$ cat src/hw/capture_timer_consts.svh
// Notes on behaviour
// An 8-bit counter advances once per tick of the selected count clock.
// Mode input high gives capture timer; low gives plain interval timer.
// In capture mode the counter clears on the edges the clear field selects.
// A wrap with overflow interrupt enabled sets the request flag; enable gates the line.
// Software cannot read or write the counter; reset makes it zero.
// Changing the mode may raise a spurious capture event.
// A falling capture edge copies the counter into the falling capture register.
// A falling capture with edge select one sets the request flag.
// A rising capture edge copies the counter into the rising capture register.
// Both capture registers are 8-bit, read-only and reset to zero.
// Without the filter the source holds each level for two clock periods.
// A wrap while the input is high sets the overflow-high flag, bit 7.
// A wrap while low, or any wrap in interval mode, sets bit 6.
// Overflow flags are set only by hardware; writing one does nothing.
// A flag clears only when written 0 after being read as 1.
// Bit 5 enables overflow interrupt requests; it resets to 0.
// The mode register is 8 bits and resets to zero.
// In low-power modes the counter runs only on the watch-clock selection.
// A module stop bit halts this timer independently of other modules.
// Edge select 0 picks rising capture for interrupts, 1 picks falling.
// Clear field: 00 none, 01 falling, 10 rising, 11 both edges.
// Clock field: 00 div 64, 01 div 32, 10 div 2, 11 watch div 4; for 11 the code counts every watch_tick, undivided.
// The filter passes five samples and accepts a level only when all agree.
// The capture input passes two flip-flops before edge detection; the code adds a third, the registered filter output.
`ifndef CAPTURE_TIMER_CONSTS_SVH
`define CAPTURE_TIMER_CONSTS_SVH

`define OFS_TIMER_MODE      16'hffbc
`define OFS_FALL_CAPTURE    16'hffbd
`define OFS_RISE_CAPTURE    16'hffbe
`define OFS_CLOCK_STOP      16'hfffa
`define OFS_IRQ_CTRL        16'hffc0
`define RST_TIMER_MODE      8'h00
`define RST_CLOCK_STOP      8'hff
`define RST_CAPTURE         8'h00
`define BIT_OVF_HIGH        7
`define BIT_OVF_LOW         6
`define BIT_OVF_IRQ_EN      5
`define BIT_CAP_EDGE_SEL    4
`define BIT_CLK_STOP        3
`define BIT_IRQ_REQ         0
`define BIT_IRQ_EN          1
`define DIV_64              7'h3f
`define DIV_32              7'h1f
`define DIV_2               7'h01
`define FILTER_TAPS         5

`endif

$ cat src/hw/capture_timer_pkg.sv
package capture_timer_pkg;
    typedef logic [7:0] byte_t;
    typedef enum logic [1:0] {CLR_NONE, CLR_FALL, CLR_RISE, CLR_BOTH} clear_sel_e;
    typedef enum logic [1:0] {CK_DIV64, CK_DIV32, CK_DIV2, CK_WATCH} clock_sel_e;
    typedef enum {BUS_IDLE, BUS_ANSWER} bus_state_e;
endpackage

$ cat src/hw/capture_filter.sv
`timescale 1ns/1ps
`default_nettype none
`include "capture_timer_consts.svh"

module capture_filter
(
    // Clock and reset.
    input  wire logic clk,
    input  wire logic rstn,
    // Sampling control.
    input  wire logic sample_tick,
    input  wire logic filter_on,
    // Synchronised level in, clean level out.
    input  wire logic level_in,
    output var  logic level_out
);
    logic [`FILTER_TAPS-1:0] taps_ff;

    // Five sample latches; they only shift on the sampling tick.
    always_ff @(posedge clk or negedge rstn)
    begin
        if (!rstn)
            taps_ff <= '0;
        else if (sample_tick)
            taps_ff <= {taps_ff[`FILTER_TAPS-2:0], level_in};
    end

    // With the filter on, the level changes only when all taps agree, else it holds.
    always_ff @(posedge clk or negedge rstn)
    begin
        if (!rstn)
            level_out <= 1'b0;
        else if (!filter_on)
            level_out <= level_in;
        else if (&taps_ff)
            level_out <= 1'b1;
        else if (~|taps_ff)
            level_out <= 1'b0;
    end
endmodule
`default_nettype wire

$ cat src/hw/capture_timer.sv
// Register access over Avalon-MM was chosen for this implementation.
`timescale 1ns/1ps
`default_nettype none
`include "capture_timer_consts.svh"

module capture_timer
    import capture_timer_pkg::*;
(
    // Clock and reset.
    input  wire logic                 clk,
    input  wire logic                 rstn,
    // Avalon-MM slave.
    input  wire logic [15:0]          avs_address,
    input  wire logic                 avs_read,
    input  wire logic                 avs_write,
    input  wire logic [7:0]           avs_writedata,
    output var  logic [7:0]           avs_readdata,
    output var  logic                 avs_waitrequest,
    // Pins and system controls.
    input  wire logic                 capture_input_pin,
    input  wire logic                 capture_mode_sel,
    input  wire logic                 filter_select,
    input  wire logic                 watch_tick,
    input  wire logic                 low_power_mode,
    // Interrupt request line toward the CPU.
    output var  logic                 timer_irq
);
    import capture_timer_pkg::*;

    byte_t      timer_mode_reg_ff;
    byte_t      clock_stop_reg_ff;
    byte_t      fall_capture_ff;
    byte_t      rise_capture_ff;
    byte_t      capture_counter_ff;
    logic [6:0] prescale_ff;
    logic       sync1_ff;
    logic       sync2_ff;
    logic       filt_level;
    logic       level_d_ff;
    logic       seen_high_ff;
    logic       seen_low_ff;
    logic       timer_irq_request_flag_ff;
    logic       timer_irq_enable_ff;
    bus_state_e state_ff;
    logic       count_tick;
    logic       wrap;
    logic       rise_evt;
    logic       fall_evt;
    logic       running;
    logic       wr_mode;
    logic       rd_mode;
    logic       clr_high;
    logic       clr_low;
    logic       irq_set;
    logic       irq_clr;
    clear_sel_e clear_sel;
    clock_sel_e clock_sel;
    byte_t      nxt_readdata;

    assign clear_sel = clear_sel_e'(timer_mode_reg_ff[3:2]);
    assign clock_sel = clock_sel_e'(timer_mode_reg_ff[1:0]);
    // Clearing the stop bit freezes the whole timer.
    assign running   = clock_stop_reg_ff[`BIT_CLK_STOP];

    // Free-running prescaler from the system clock.
    always_ff @(posedge clk or negedge rstn)
    begin
        if (!rstn)
            prescale_ff <= 7'h00;
        else if (running)
            prescale_ff <= prescale_ff + 7'h01;
    end

    // Count clock selection; in low-power modes only the watch source ticks.
    always_comb
    begin
        count_tick = 1'b0;
        case (clock_sel)
            CK_DIV64: count_tick = !low_power_mode && ({1'b0, prescale_ff[5:0]} == `DIV_64);
            CK_DIV32: count_tick = !low_power_mode && ({2'h0, prescale_ff[4:0]} == `DIV_32);
            CK_DIV2:  count_tick = !low_power_mode && ({6'h00, prescale_ff[0]} == `DIV_2);
            CK_WATCH: count_tick = watch_tick;
            default:  count_tick = 1'b0;
        endcase
        count_tick = count_tick && running;
    end

    // Two-stage synchroniser on the pin before any edge logic.
    always_ff @(posedge clk or negedge rstn)
    begin
        if (!rstn)
        begin
            sync1_ff <= 1'b0;
            sync2_ff <= 1'b0;
        end
        else
        begin
            sync1_ff <= capture_input_pin;
            sync2_ff <= sync1_ff;
        end
    end

    // Optional noise filter sampled on the selected count clock.
    capture_filter u_filter
    (
        .clk        (clk),
        .rstn       (rstn),
        .sample_tick(count_tick),
        .filter_on  (filter_select),
        .level_in   (sync2_ff),
        .level_out  (filt_level)
    );

    // Capture input is gated by the mode, so a mode change can look like an edge.
    always_ff @(posedge clk or negedge rstn)
    begin
        if (!rstn)
            level_d_ff <= 1'b0;
        else
            level_d_ff <= filt_level && capture_mode_sel;
    end

    assign rise_evt = running && (filt_level && capture_mode_sel) && !level_d_ff;
    assign fall_evt = running && !(filt_level && capture_mode_sel) && level_d_ff;
    assign wrap     = count_tick && (capture_counter_ff == 8'hff);

    // Counter; clear on selected edges has priority over counting.
    always_ff @(posedge clk or negedge rstn)
    begin
        if (!rstn)
            capture_counter_ff <= 8'h00;
        else if ((rise_evt && clear_sel[1]) || (fall_evt && clear_sel[0]))
            capture_counter_ff <= 8'h00;
        else if (count_tick)
            capture_counter_ff <= capture_counter_ff + 8'h01;
    end

    // Edge captures of the current count.
    always_ff @(posedge clk or negedge rstn)
    begin
        if (!rstn)
        begin
            fall_capture_ff <= `RST_CAPTURE;
            rise_capture_ff <= `RST_CAPTURE;
        end
        else
        begin
            if (fall_evt)
                fall_capture_ff <= capture_counter_ff;
            if (rise_evt)
                rise_capture_ff <= capture_counter_ff;
        end
    end

    // Bus decode for a taken request (one cycle after it appears).
    assign wr_mode = (state_ff == BUS_ANSWER) && avs_write && (avs_address == `OFS_TIMER_MODE);
    assign rd_mode = (state_ff == BUS_ANSWER) && avs_read && (avs_address == `OFS_TIMER_MODE);
    // A zero written clears only a flag that was read as one.
    assign clr_high = wr_mode && !avs_writedata[`BIT_OVF_HIGH] && seen_high_ff;
    assign clr_low  = wr_mode && !avs_writedata[`BIT_OVF_LOW] && seen_low_ff;

    // Read-as-one memory; it arms on the data software really saw, not on a later flag.
    always_ff @(posedge clk or negedge rstn)
    begin
        if (!rstn)
        begin
            seen_high_ff <= 1'b0;
            seen_low_ff  <= 1'b0;
        end
        else
        begin
            if (rd_mode && avs_readdata[`BIT_OVF_HIGH])
                seen_high_ff <= 1'b1;
            else if (clr_high)
                seen_high_ff <= 1'b0;
            if (rd_mode && avs_readdata[`BIT_OVF_LOW])
                seen_low_ff <= 1'b1;
            else if (clr_low)
                seen_low_ff <= 1'b0;
        end
    end

    // Mode register: flags set by hardware win over a clear.
    always_ff @(posedge clk or negedge rstn)
    begin
        if (!rstn)
            timer_mode_reg_ff <= `RST_TIMER_MODE;
        else
        begin
            if (wr_mode)
                timer_mode_reg_ff[5:0] <= avs_writedata[5:0];
            if (wrap && capture_mode_sel && filt_level)
                timer_mode_reg_ff[`BIT_OVF_HIGH] <= 1'b1;
            else if (clr_high)
                timer_mode_reg_ff[`BIT_OVF_HIGH] <= 1'b0;
            if (wrap && !(capture_mode_sel && filt_level))
                timer_mode_reg_ff[`BIT_OVF_LOW] <= 1'b1;
            else if (clr_low)
                timer_mode_reg_ff[`BIT_OVF_LOW] <= 1'b0;
        end
    end

    // Module stop register; only the timer's bit acts here.
    always_ff @(posedge clk or negedge rstn)
    begin
        if (!rstn)
            clock_stop_reg_ff <= `RST_CLOCK_STOP;
        else if ((state_ff == BUS_ANSWER) && avs_write && (avs_address == `OFS_CLOCK_STOP))
            clock_stop_reg_ff <= avs_writedata;
    end

    // Request sources: overflow if enabled, the selected capture edge.
    assign irq_set = (wrap && timer_mode_reg_ff[`BIT_OVF_IRQ_EN])
                   || (fall_evt && timer_mode_reg_ff[`BIT_CAP_EDGE_SEL])
                   || (rise_evt && !timer_mode_reg_ff[`BIT_CAP_EDGE_SEL]);
    assign irq_clr = (state_ff == BUS_ANSWER) && avs_write && (avs_address == `OFS_IRQ_CTRL)
                   && !avs_writedata[`BIT_IRQ_REQ];

    // Request flag and enable; a new event beats a software clear.
    always_ff @(posedge clk or negedge rstn)
    begin
        if (!rstn)
        begin
            timer_irq_request_flag_ff <= 1'b0;
            timer_irq_enable_ff       <= 1'b0;
        end
        else
        begin
            if (irq_set)
                timer_irq_request_flag_ff <= 1'b1;
            else if (irq_clr)
                timer_irq_request_flag_ff <= 1'b0;
            if ((state_ff == BUS_ANSWER) && avs_write && (avs_address == `OFS_IRQ_CTRL))
                timer_irq_enable_ff <= avs_writedata[`BIT_IRQ_EN];
        end
    end

    // The CPU line is registered from flag and enable.
    always_ff @(posedge clk or negedge rstn)
    begin
        if (!rstn)
            timer_irq <= 1'b0;
        else
            timer_irq <= timer_irq_request_flag_ff && timer_irq_enable_ff;
    end

    // Read mux; the counter has no address, so it stays hidden.
    always_comb
    begin
        nxt_readdata = 8'h00;
        if (avs_address == `OFS_TIMER_MODE)
            nxt_readdata = timer_mode_reg_ff;
        else if (avs_address == `OFS_FALL_CAPTURE)
            nxt_readdata = fall_capture_ff;
        else if (avs_address == `OFS_RISE_CAPTURE)
            nxt_readdata = rise_capture_ff;
        else if (avs_address == `OFS_CLOCK_STOP)
            nxt_readdata = clock_stop_reg_ff;
        else if (avs_address == `OFS_IRQ_CTRL)
            nxt_readdata = {6'h00, timer_irq_enable_ff, timer_irq_request_flag_ff};
    end

    // One wait cycle per access keeps read data and waitrequest registered.
    always_ff @(posedge clk or negedge rstn)
    begin
        if (!rstn)
        begin
            state_ff        <= BUS_IDLE;
            avs_waitrequest <= 1'b1;
            avs_readdata    <= 8'h00;
        end
        else
        begin
            case (state_ff)
                BUS_IDLE:
                begin
                    if (avs_read || avs_write)
                    begin
                        state_ff        <= BUS_ANSWER;
                        avs_waitrequest <= 1'b0;
                        avs_readdata    <= nxt_readdata;
                    end
                    else
                        avs_waitrequest <= 1'b1;
                end
                default:
                begin
                    state_ff        <= BUS_IDLE;
                    avs_waitrequest <= 1'b1;
                end
            endcase
        end
    end

    // Checks.
    property p_wrap_clears;
        @(posedge clk) disable iff (!rstn) wrap && !(rise_evt || fall_evt) |=> capture_counter_ff == 8'h00;
    endproperty
    a_wrap_clears: assert property (p_wrap_clears) else $error("counter did not wrap");

    property p_clear_fall;
        @(posedge clk) disable iff (!rstn) fall_evt && clear_sel[0] |=> capture_counter_ff == 8'h00;
    endproperty
    a_clear_fall: assert property (p_clear_fall) else $error("falling clear missed");

    property p_fall_cap;
        @(posedge clk) disable iff (!rstn) fall_evt |=> fall_capture_ff == $past(capture_counter_ff);
    endproperty
    a_fall_cap: assert property (p_fall_cap) else $error("falling capture wrong");

    property p_rise_cap;
        @(posedge clk) disable iff (!rstn) rise_evt |=> rise_capture_ff == $past(capture_counter_ff);
    endproperty
    a_rise_cap: assert property (p_rise_cap) else $error("rising capture wrong");

    property p_ovf_low;
        @(posedge clk) disable iff (!rstn) wrap && !capture_mode_sel |=> timer_mode_reg_ff[6];
    endproperty
    a_ovf_low: assert property (p_ovf_low) else $error("low overflow flag not set");

    property p_ovf_high;
        @(posedge clk) disable iff (!rstn) wrap && capture_mode_sel && filt_level |=> timer_mode_reg_ff[7];
    endproperty
    a_ovf_high: assert property (p_ovf_high) else $error("high overflow flag not set");

    property p_no_sw_set;
        @(posedge clk) disable iff (!rstn) !timer_mode_reg_ff[7] && !wrap |=> !timer_mode_reg_ff[7];
    endproperty
    a_no_sw_set: assert property (p_no_sw_set) else $error("flag set without overflow");

    property p_irq_out;
        @(posedge clk) disable iff (!rstn) irq_set && timer_irq_enable_ff ##1 timer_irq_enable_ff |=> timer_irq;
    endproperty
    a_irq_out: assert property (p_irq_out) else $error("interrupt line not raised");

    property p_stopped;
        @(posedge clk) disable iff (!rstn) !running |=> $stable(capture_counter_ff);
    endproperty
    a_stopped: assert property (p_stopped) else $error("counter moved while stopped");

    property p_overflow_irq_enable_rst;
        @(posedge clk) disable iff (!rstn) $rose(rstn) |-> !timer_mode_reg_ff[5];
    endproperty
    a_overflow_irq_enable_rst: assert property (p_overflow_irq_enable_rst) else $error("enable not zero at reset");

    c_wrap:  cover property (@(posedge clk) disable iff (!rstn) wrap);
    c_rise:  cover property (@(posedge clk) disable iff (!rstn) rise_evt);
    c_fall:  cover property (@(posedge clk) disable iff (!rstn) fall_evt);
    c_clear: cover property (@(posedge clk) disable iff (!rstn) clr_low);
endmodule
`default_nettype wire

$ cat config.mk
export PLATFORM = sky130hd
export DESIGN_NAME = capture_timer
export DESIGN_NICKNAME = d
export VERILOG_FILES = /design/src/hw/capture_timer_pkg.sv /design/src/hw/capture_filter.sv /design/src/hw/capture_timer.sv
export VERILOG_INCLUDE_DIRS = /design/src /design/src/hw
export SDC_FILE = /design/constraint.sdc
export NUM_CORES = 1
export LEC_CHECK = 0
export ABC_AREA = 1
export BUFFER_PORTS_ARGS = -buffer_cell sky130_fd_sc_hd__buf_2
export CAP_MARGIN = 20
export CORE_UTILIZATION = 30
export CTS_CLUSTER_DIAMETER = 40
export DETAILED_ROUTE_END_ITERATION = 10
export PLACE_DENSITY = 0.47
export SYNTH_ARGS = -nofsm -noshare
export SYNTH_HDL_FRONTEND = slang
export SYNTH_SLANG_ARGS = --single-unit
$ cat constraint.sdc
create_clock -name clk -period 2.29 [get_ports clk]
set_input_delay 0.1145 -clock clk [delete_from_list [all_inputs] [get_ports clk]]
set_output_delay 0.1145 -clock clk [all_outputs]
set_load 0.05 [all_outputs]
==> results.py <==
metrics = {
    "yosys": {
        "ys_seq_area_share_pct": 51.8,
        "avgSynthCellArea_um2": 8.49,
        "cell_taking_the_most_area_after_synthesis": "dfrtp_1",
        "ys.flop_type": "dfrtp_1",
        "synth.area.top_cells": "dfrtp_1, nand2_1, dfstp_2",
        "synth.top_cells.by_count": "nand2_1, dfrtp_1, inv_1",
        "yosys_warnings": 0,
        "syn-num-nets": 440,
        "synth_most_common_cell": "nand2_1",
        "synth_top_area_share_pct": 44.9,
        "postSynthRegisterBits": 70,
        "synth_cell_type_count": 34,
        "number_of_enable_flip_flop_cells_after_synthesis": 0,
        "synth-async-reset-ratio_pct": 100,
        "syn_area_mm2": 0.00340,
        "syn_inst": 401,
    },
    "timing": {
        "final_min_period_over_clock_period_pct": 87.0,
        "worstMarginPinSlew_ps": 609,
        "fin_tns_setup_ps": 0,
        "slew_headroom_pct": 59.2,
        "timing.final.hold_violations": 0,
        "finClkSkew_ps": 6.74,
        "rsz0062_at_grt": "false",
        "post-route-worst-setup-slack_ps": 298,
        "fin_crit_ps": 1990,
        "timing.fmax_ghz": 0.502,
        "setup_viol": 0,
        "timing_max_transition_violations_final": 0,
    },
    "setup_path": {
        "regToRegEndpoint": "capture_counter_ff[4]$_DFFE_PN0P_",
        "crit_path_end_kind": "register",
        "timing.critical_path.fanout_max": 14,
        "timing.critical_path.required_ps": 2520,
        "rrSetupSlack_ps": 300,
        "worstSetupStartpoint": "prescale_ff[0]$_DFFE_PN0P_",
        "worst_r2r_startpoint": "prescale_ff[0]$_DFFE_PN0P_",
        "timing.critical_path.to": "capture_counter_ff[4]$_DFFE_PN0P_",
        "setup.worst_path.start_class": "register",
        "worstSetupPathType": "register to register",
        "timing.critical_path.arrival_ps": 2220,
        "worst-r2r-cell-count": 13,
    },
    "floorplan": {
        "placeableCoreArea_mm2": 0.0109,
        "dieWidth_um": 109,
        "starting_utilization_of_the_core_area_pct": 31.1,
        "die_height_um": 109,
        "ios": 43,
        "rows": 38,
        "fp.dieArea_mm2": 0.0118,
    },
    "global_route": {
        "initial_antenna_violation_count": 0,
        "grt_util_all_layers_pct": 15.0,
        "grt_pass1_vias": 2726,
        "largest_net_degree_at_the_start_of_global_routing": 71,
        "grt_overflow_total": 0,
        "grt_pass1_wl_um": 13400,
    },
    "cts": {
        "clk_pin_slew_ps": 60,
        "cts.htree.levels": 3,
        "clock_tree_from_tritoncts": "done",
        "clkLatencyLatePin_ps": 330,
        "cts_made_buffers": 9,
        "maximum_clock_path_buffer_count": 2,
        "setup_repair_bufs_after_cts": 0,
        "clk_root_buffer_cell": "clkbuf_16",
        "cts_repair_resize_count": 0,
        "cts.sinks": 70,
    },
    "worst_hold_path": {
        "hold_class": "primary input to register",
        "min_path_cells": 3,
    },
    "layout": {
        "fin_cells": 601,
        "fillerInstances": 1152,
        "final_layout_size_suffix_gt1_share_pct": 23.4,
        "nets": 495,
        "syn_to_final_growth_pct": 21.1,
        "antennaDiodeCount": 0,
    },
    "placement": {
        "gpl.final_weighted_congestion": 0.792,
        "detailed_place_hpwl_um": 5780,
        "place_inst": 582,
        "placement.setup.worst_slack_ps": 314,
        "port_buffers": 42,
    },
    "detailed_routing": {
        "route.antenna.remaining_nets": 0,
        "total_drc_errors_in_the_routed_layout": 0,
        "drt_pre_antenna_iters": 4,
        "dr_vias": 2729,
        "average_routed_wire_per_standard_cell_um": 13.2,
        "initialDrtViolationCount": 137,
        "final_routed_wirelength_um": 7930,
        "drt-vias-per-instance": 4.54,
    },
    "power_and_ir_drop": {
        "power-per-cell-area_mw_per_mm2": 661,
        "irDropWorstVdd_mv": 0.313,
        "total_leakage_power_nw": 2.01,
    },
    "run": {
        "drv_cap": 0,
    },
    "outcome": {
        "run_status": "complete, no violations",
    },
}
[what timing repair did]
item	in CTS	in global routing
endpoints found under the setup margin	0	0
hold buffers	3	0
hold endpoints to repair	63	0
[cell type report]
| cell class | count | area (um^2) | share of cell area [%] |
|---|---|---|---|
| clock inverter | 7 | 62.6 | 1.52 |
| multi-input combinational | 274 | 1410 | 34.2 |
| sequential | 70 | 1760 | 42.8 |
| tap | 140 | 175 | 4.25 |
| timing repair buffer | 51 | 298 | 7.23 |
| inverter | 50 | 188 | 4.56 |
| clock buffer | 9 | 225 | 5.47 |
[worst max-delay path, stage by stage (launching register included)]
cell and delay, ps:
dfrtp_1 420, ha_1 230, nand3_1 100, inv_1 50, ha_1 170, a21oi_1 120
nand2_1 70, nand3_2 110, nand2_2 70, nand2_2 210, nand2_2 140, inv_2 80
nand2_1 50, o31ai_1 70
[kinds of logic after synthesis]
| kind of cell | count (synthesis) | share of synthesized area [%] |
|---|---|---|
| simple gates | 207 | 27.9 |
| flops | 70 | 51.8 |
| buf+inv | 57 | 6.80 |
| compound gates | 54 | 9.45 |
| xor+xnor | 7 | 1.80 |
| fa+ha+maj | 6 | 2.21 |
[worst min-delay path by stage]
stage | startpoint | to | slack [ps]
2_1_floorplan | rstn | avs_readdata[0]$_DFFE_PN0P_ | -180
3_3_place_gp | rstn | prescale_ff[3]$_DFFE_PN0P_ | 180
3_5_place_dp | rstn | prescale_ff[3]$_DFFE_PN0P_ | 170
4_1_cts | avs_writedata[6] | clock_stop_reg_ff[6]$_DFFE_PN1P_ | 20
5_1_grt | avs_writedata[3] | clock_stop_reg_ff[3]$_DFFE_PN1P_ | 30
6_report | avs_writedata[3] | clock_stop_reg_ff[3]$_DFFE_PN1P_ | 20
[power by group]
part           total, mW  internal [mW]  leakage [nW]  switching [mW]
sequential          1.25           1.25         0.877         0.00630
combinational      0.125         0.0416         0.997          0.0830
clock               1.34          0.756         0.139           0.587
[registers in the layout, summed over array words and instances (netlist names), 5 cells and up]
| signal | count |
|---|---|
| avs_readdata | 8 |
| capture_counter_ff | 8 |
| clock_stop_reg_ff | 8 |
| fall_capture_ff | 8 |
| prescale_ff | 6 |
| rise_capture_ff | 8 |
| timer_mode_reg_ff | 8 |
| u_filter.taps_ff | 5 |
[layer usage]
layer / track usage [%] / part of all wire [%] / vias to the layer above
li1: - / - / 1403
met1: 19.7 / 48 / 1272
met2: 24.8 / 46 / 52
met3: 3.32 / 5.0 / 2
met4: 4.34 / 0.39 / 0
met5: 0 / 0 / -
[stage by stage]
step | area [um^2] | utilization, % | power [mW] | hold slack, ps
6_report | 4120 | 37.7 | 2.72 | 19.5
5_1_grt | 4120 | 37.7 | 2.83 | 25.1
4_1_cts | 4120 | 37.7 | 2.76 | 17.5
3_5_place_dp | 3800 | 34.8 | 1.40 | 172
3_3_place_gp | 3800 | 34.8 | 1.40 | 175
2_1_floorplan | 3400 | - | 1.32 | -181
[cells in the final DEF, fill, tap and decap left out, types with 5 or more instances in the layout]
cell type,Yosys,final
nor3_1,5,5
dfrtp_1,61,61
buf_2,2,42
nor2_1,16,16
buf_4,0,5
inv_1,39,39
nand3_1,19,19
dfstp_2,9,9
nand2_1,130,130
ha_1,6,6
o21ai_2,6,6
o21ai_1,15,15
xor2_1,6,6
nand4_1,16,16
clkbuf_16,0,9
inv_2,9,9
o21ai_0,25,25
nand2_2,8,8
(Power assumes the default switching activity.)
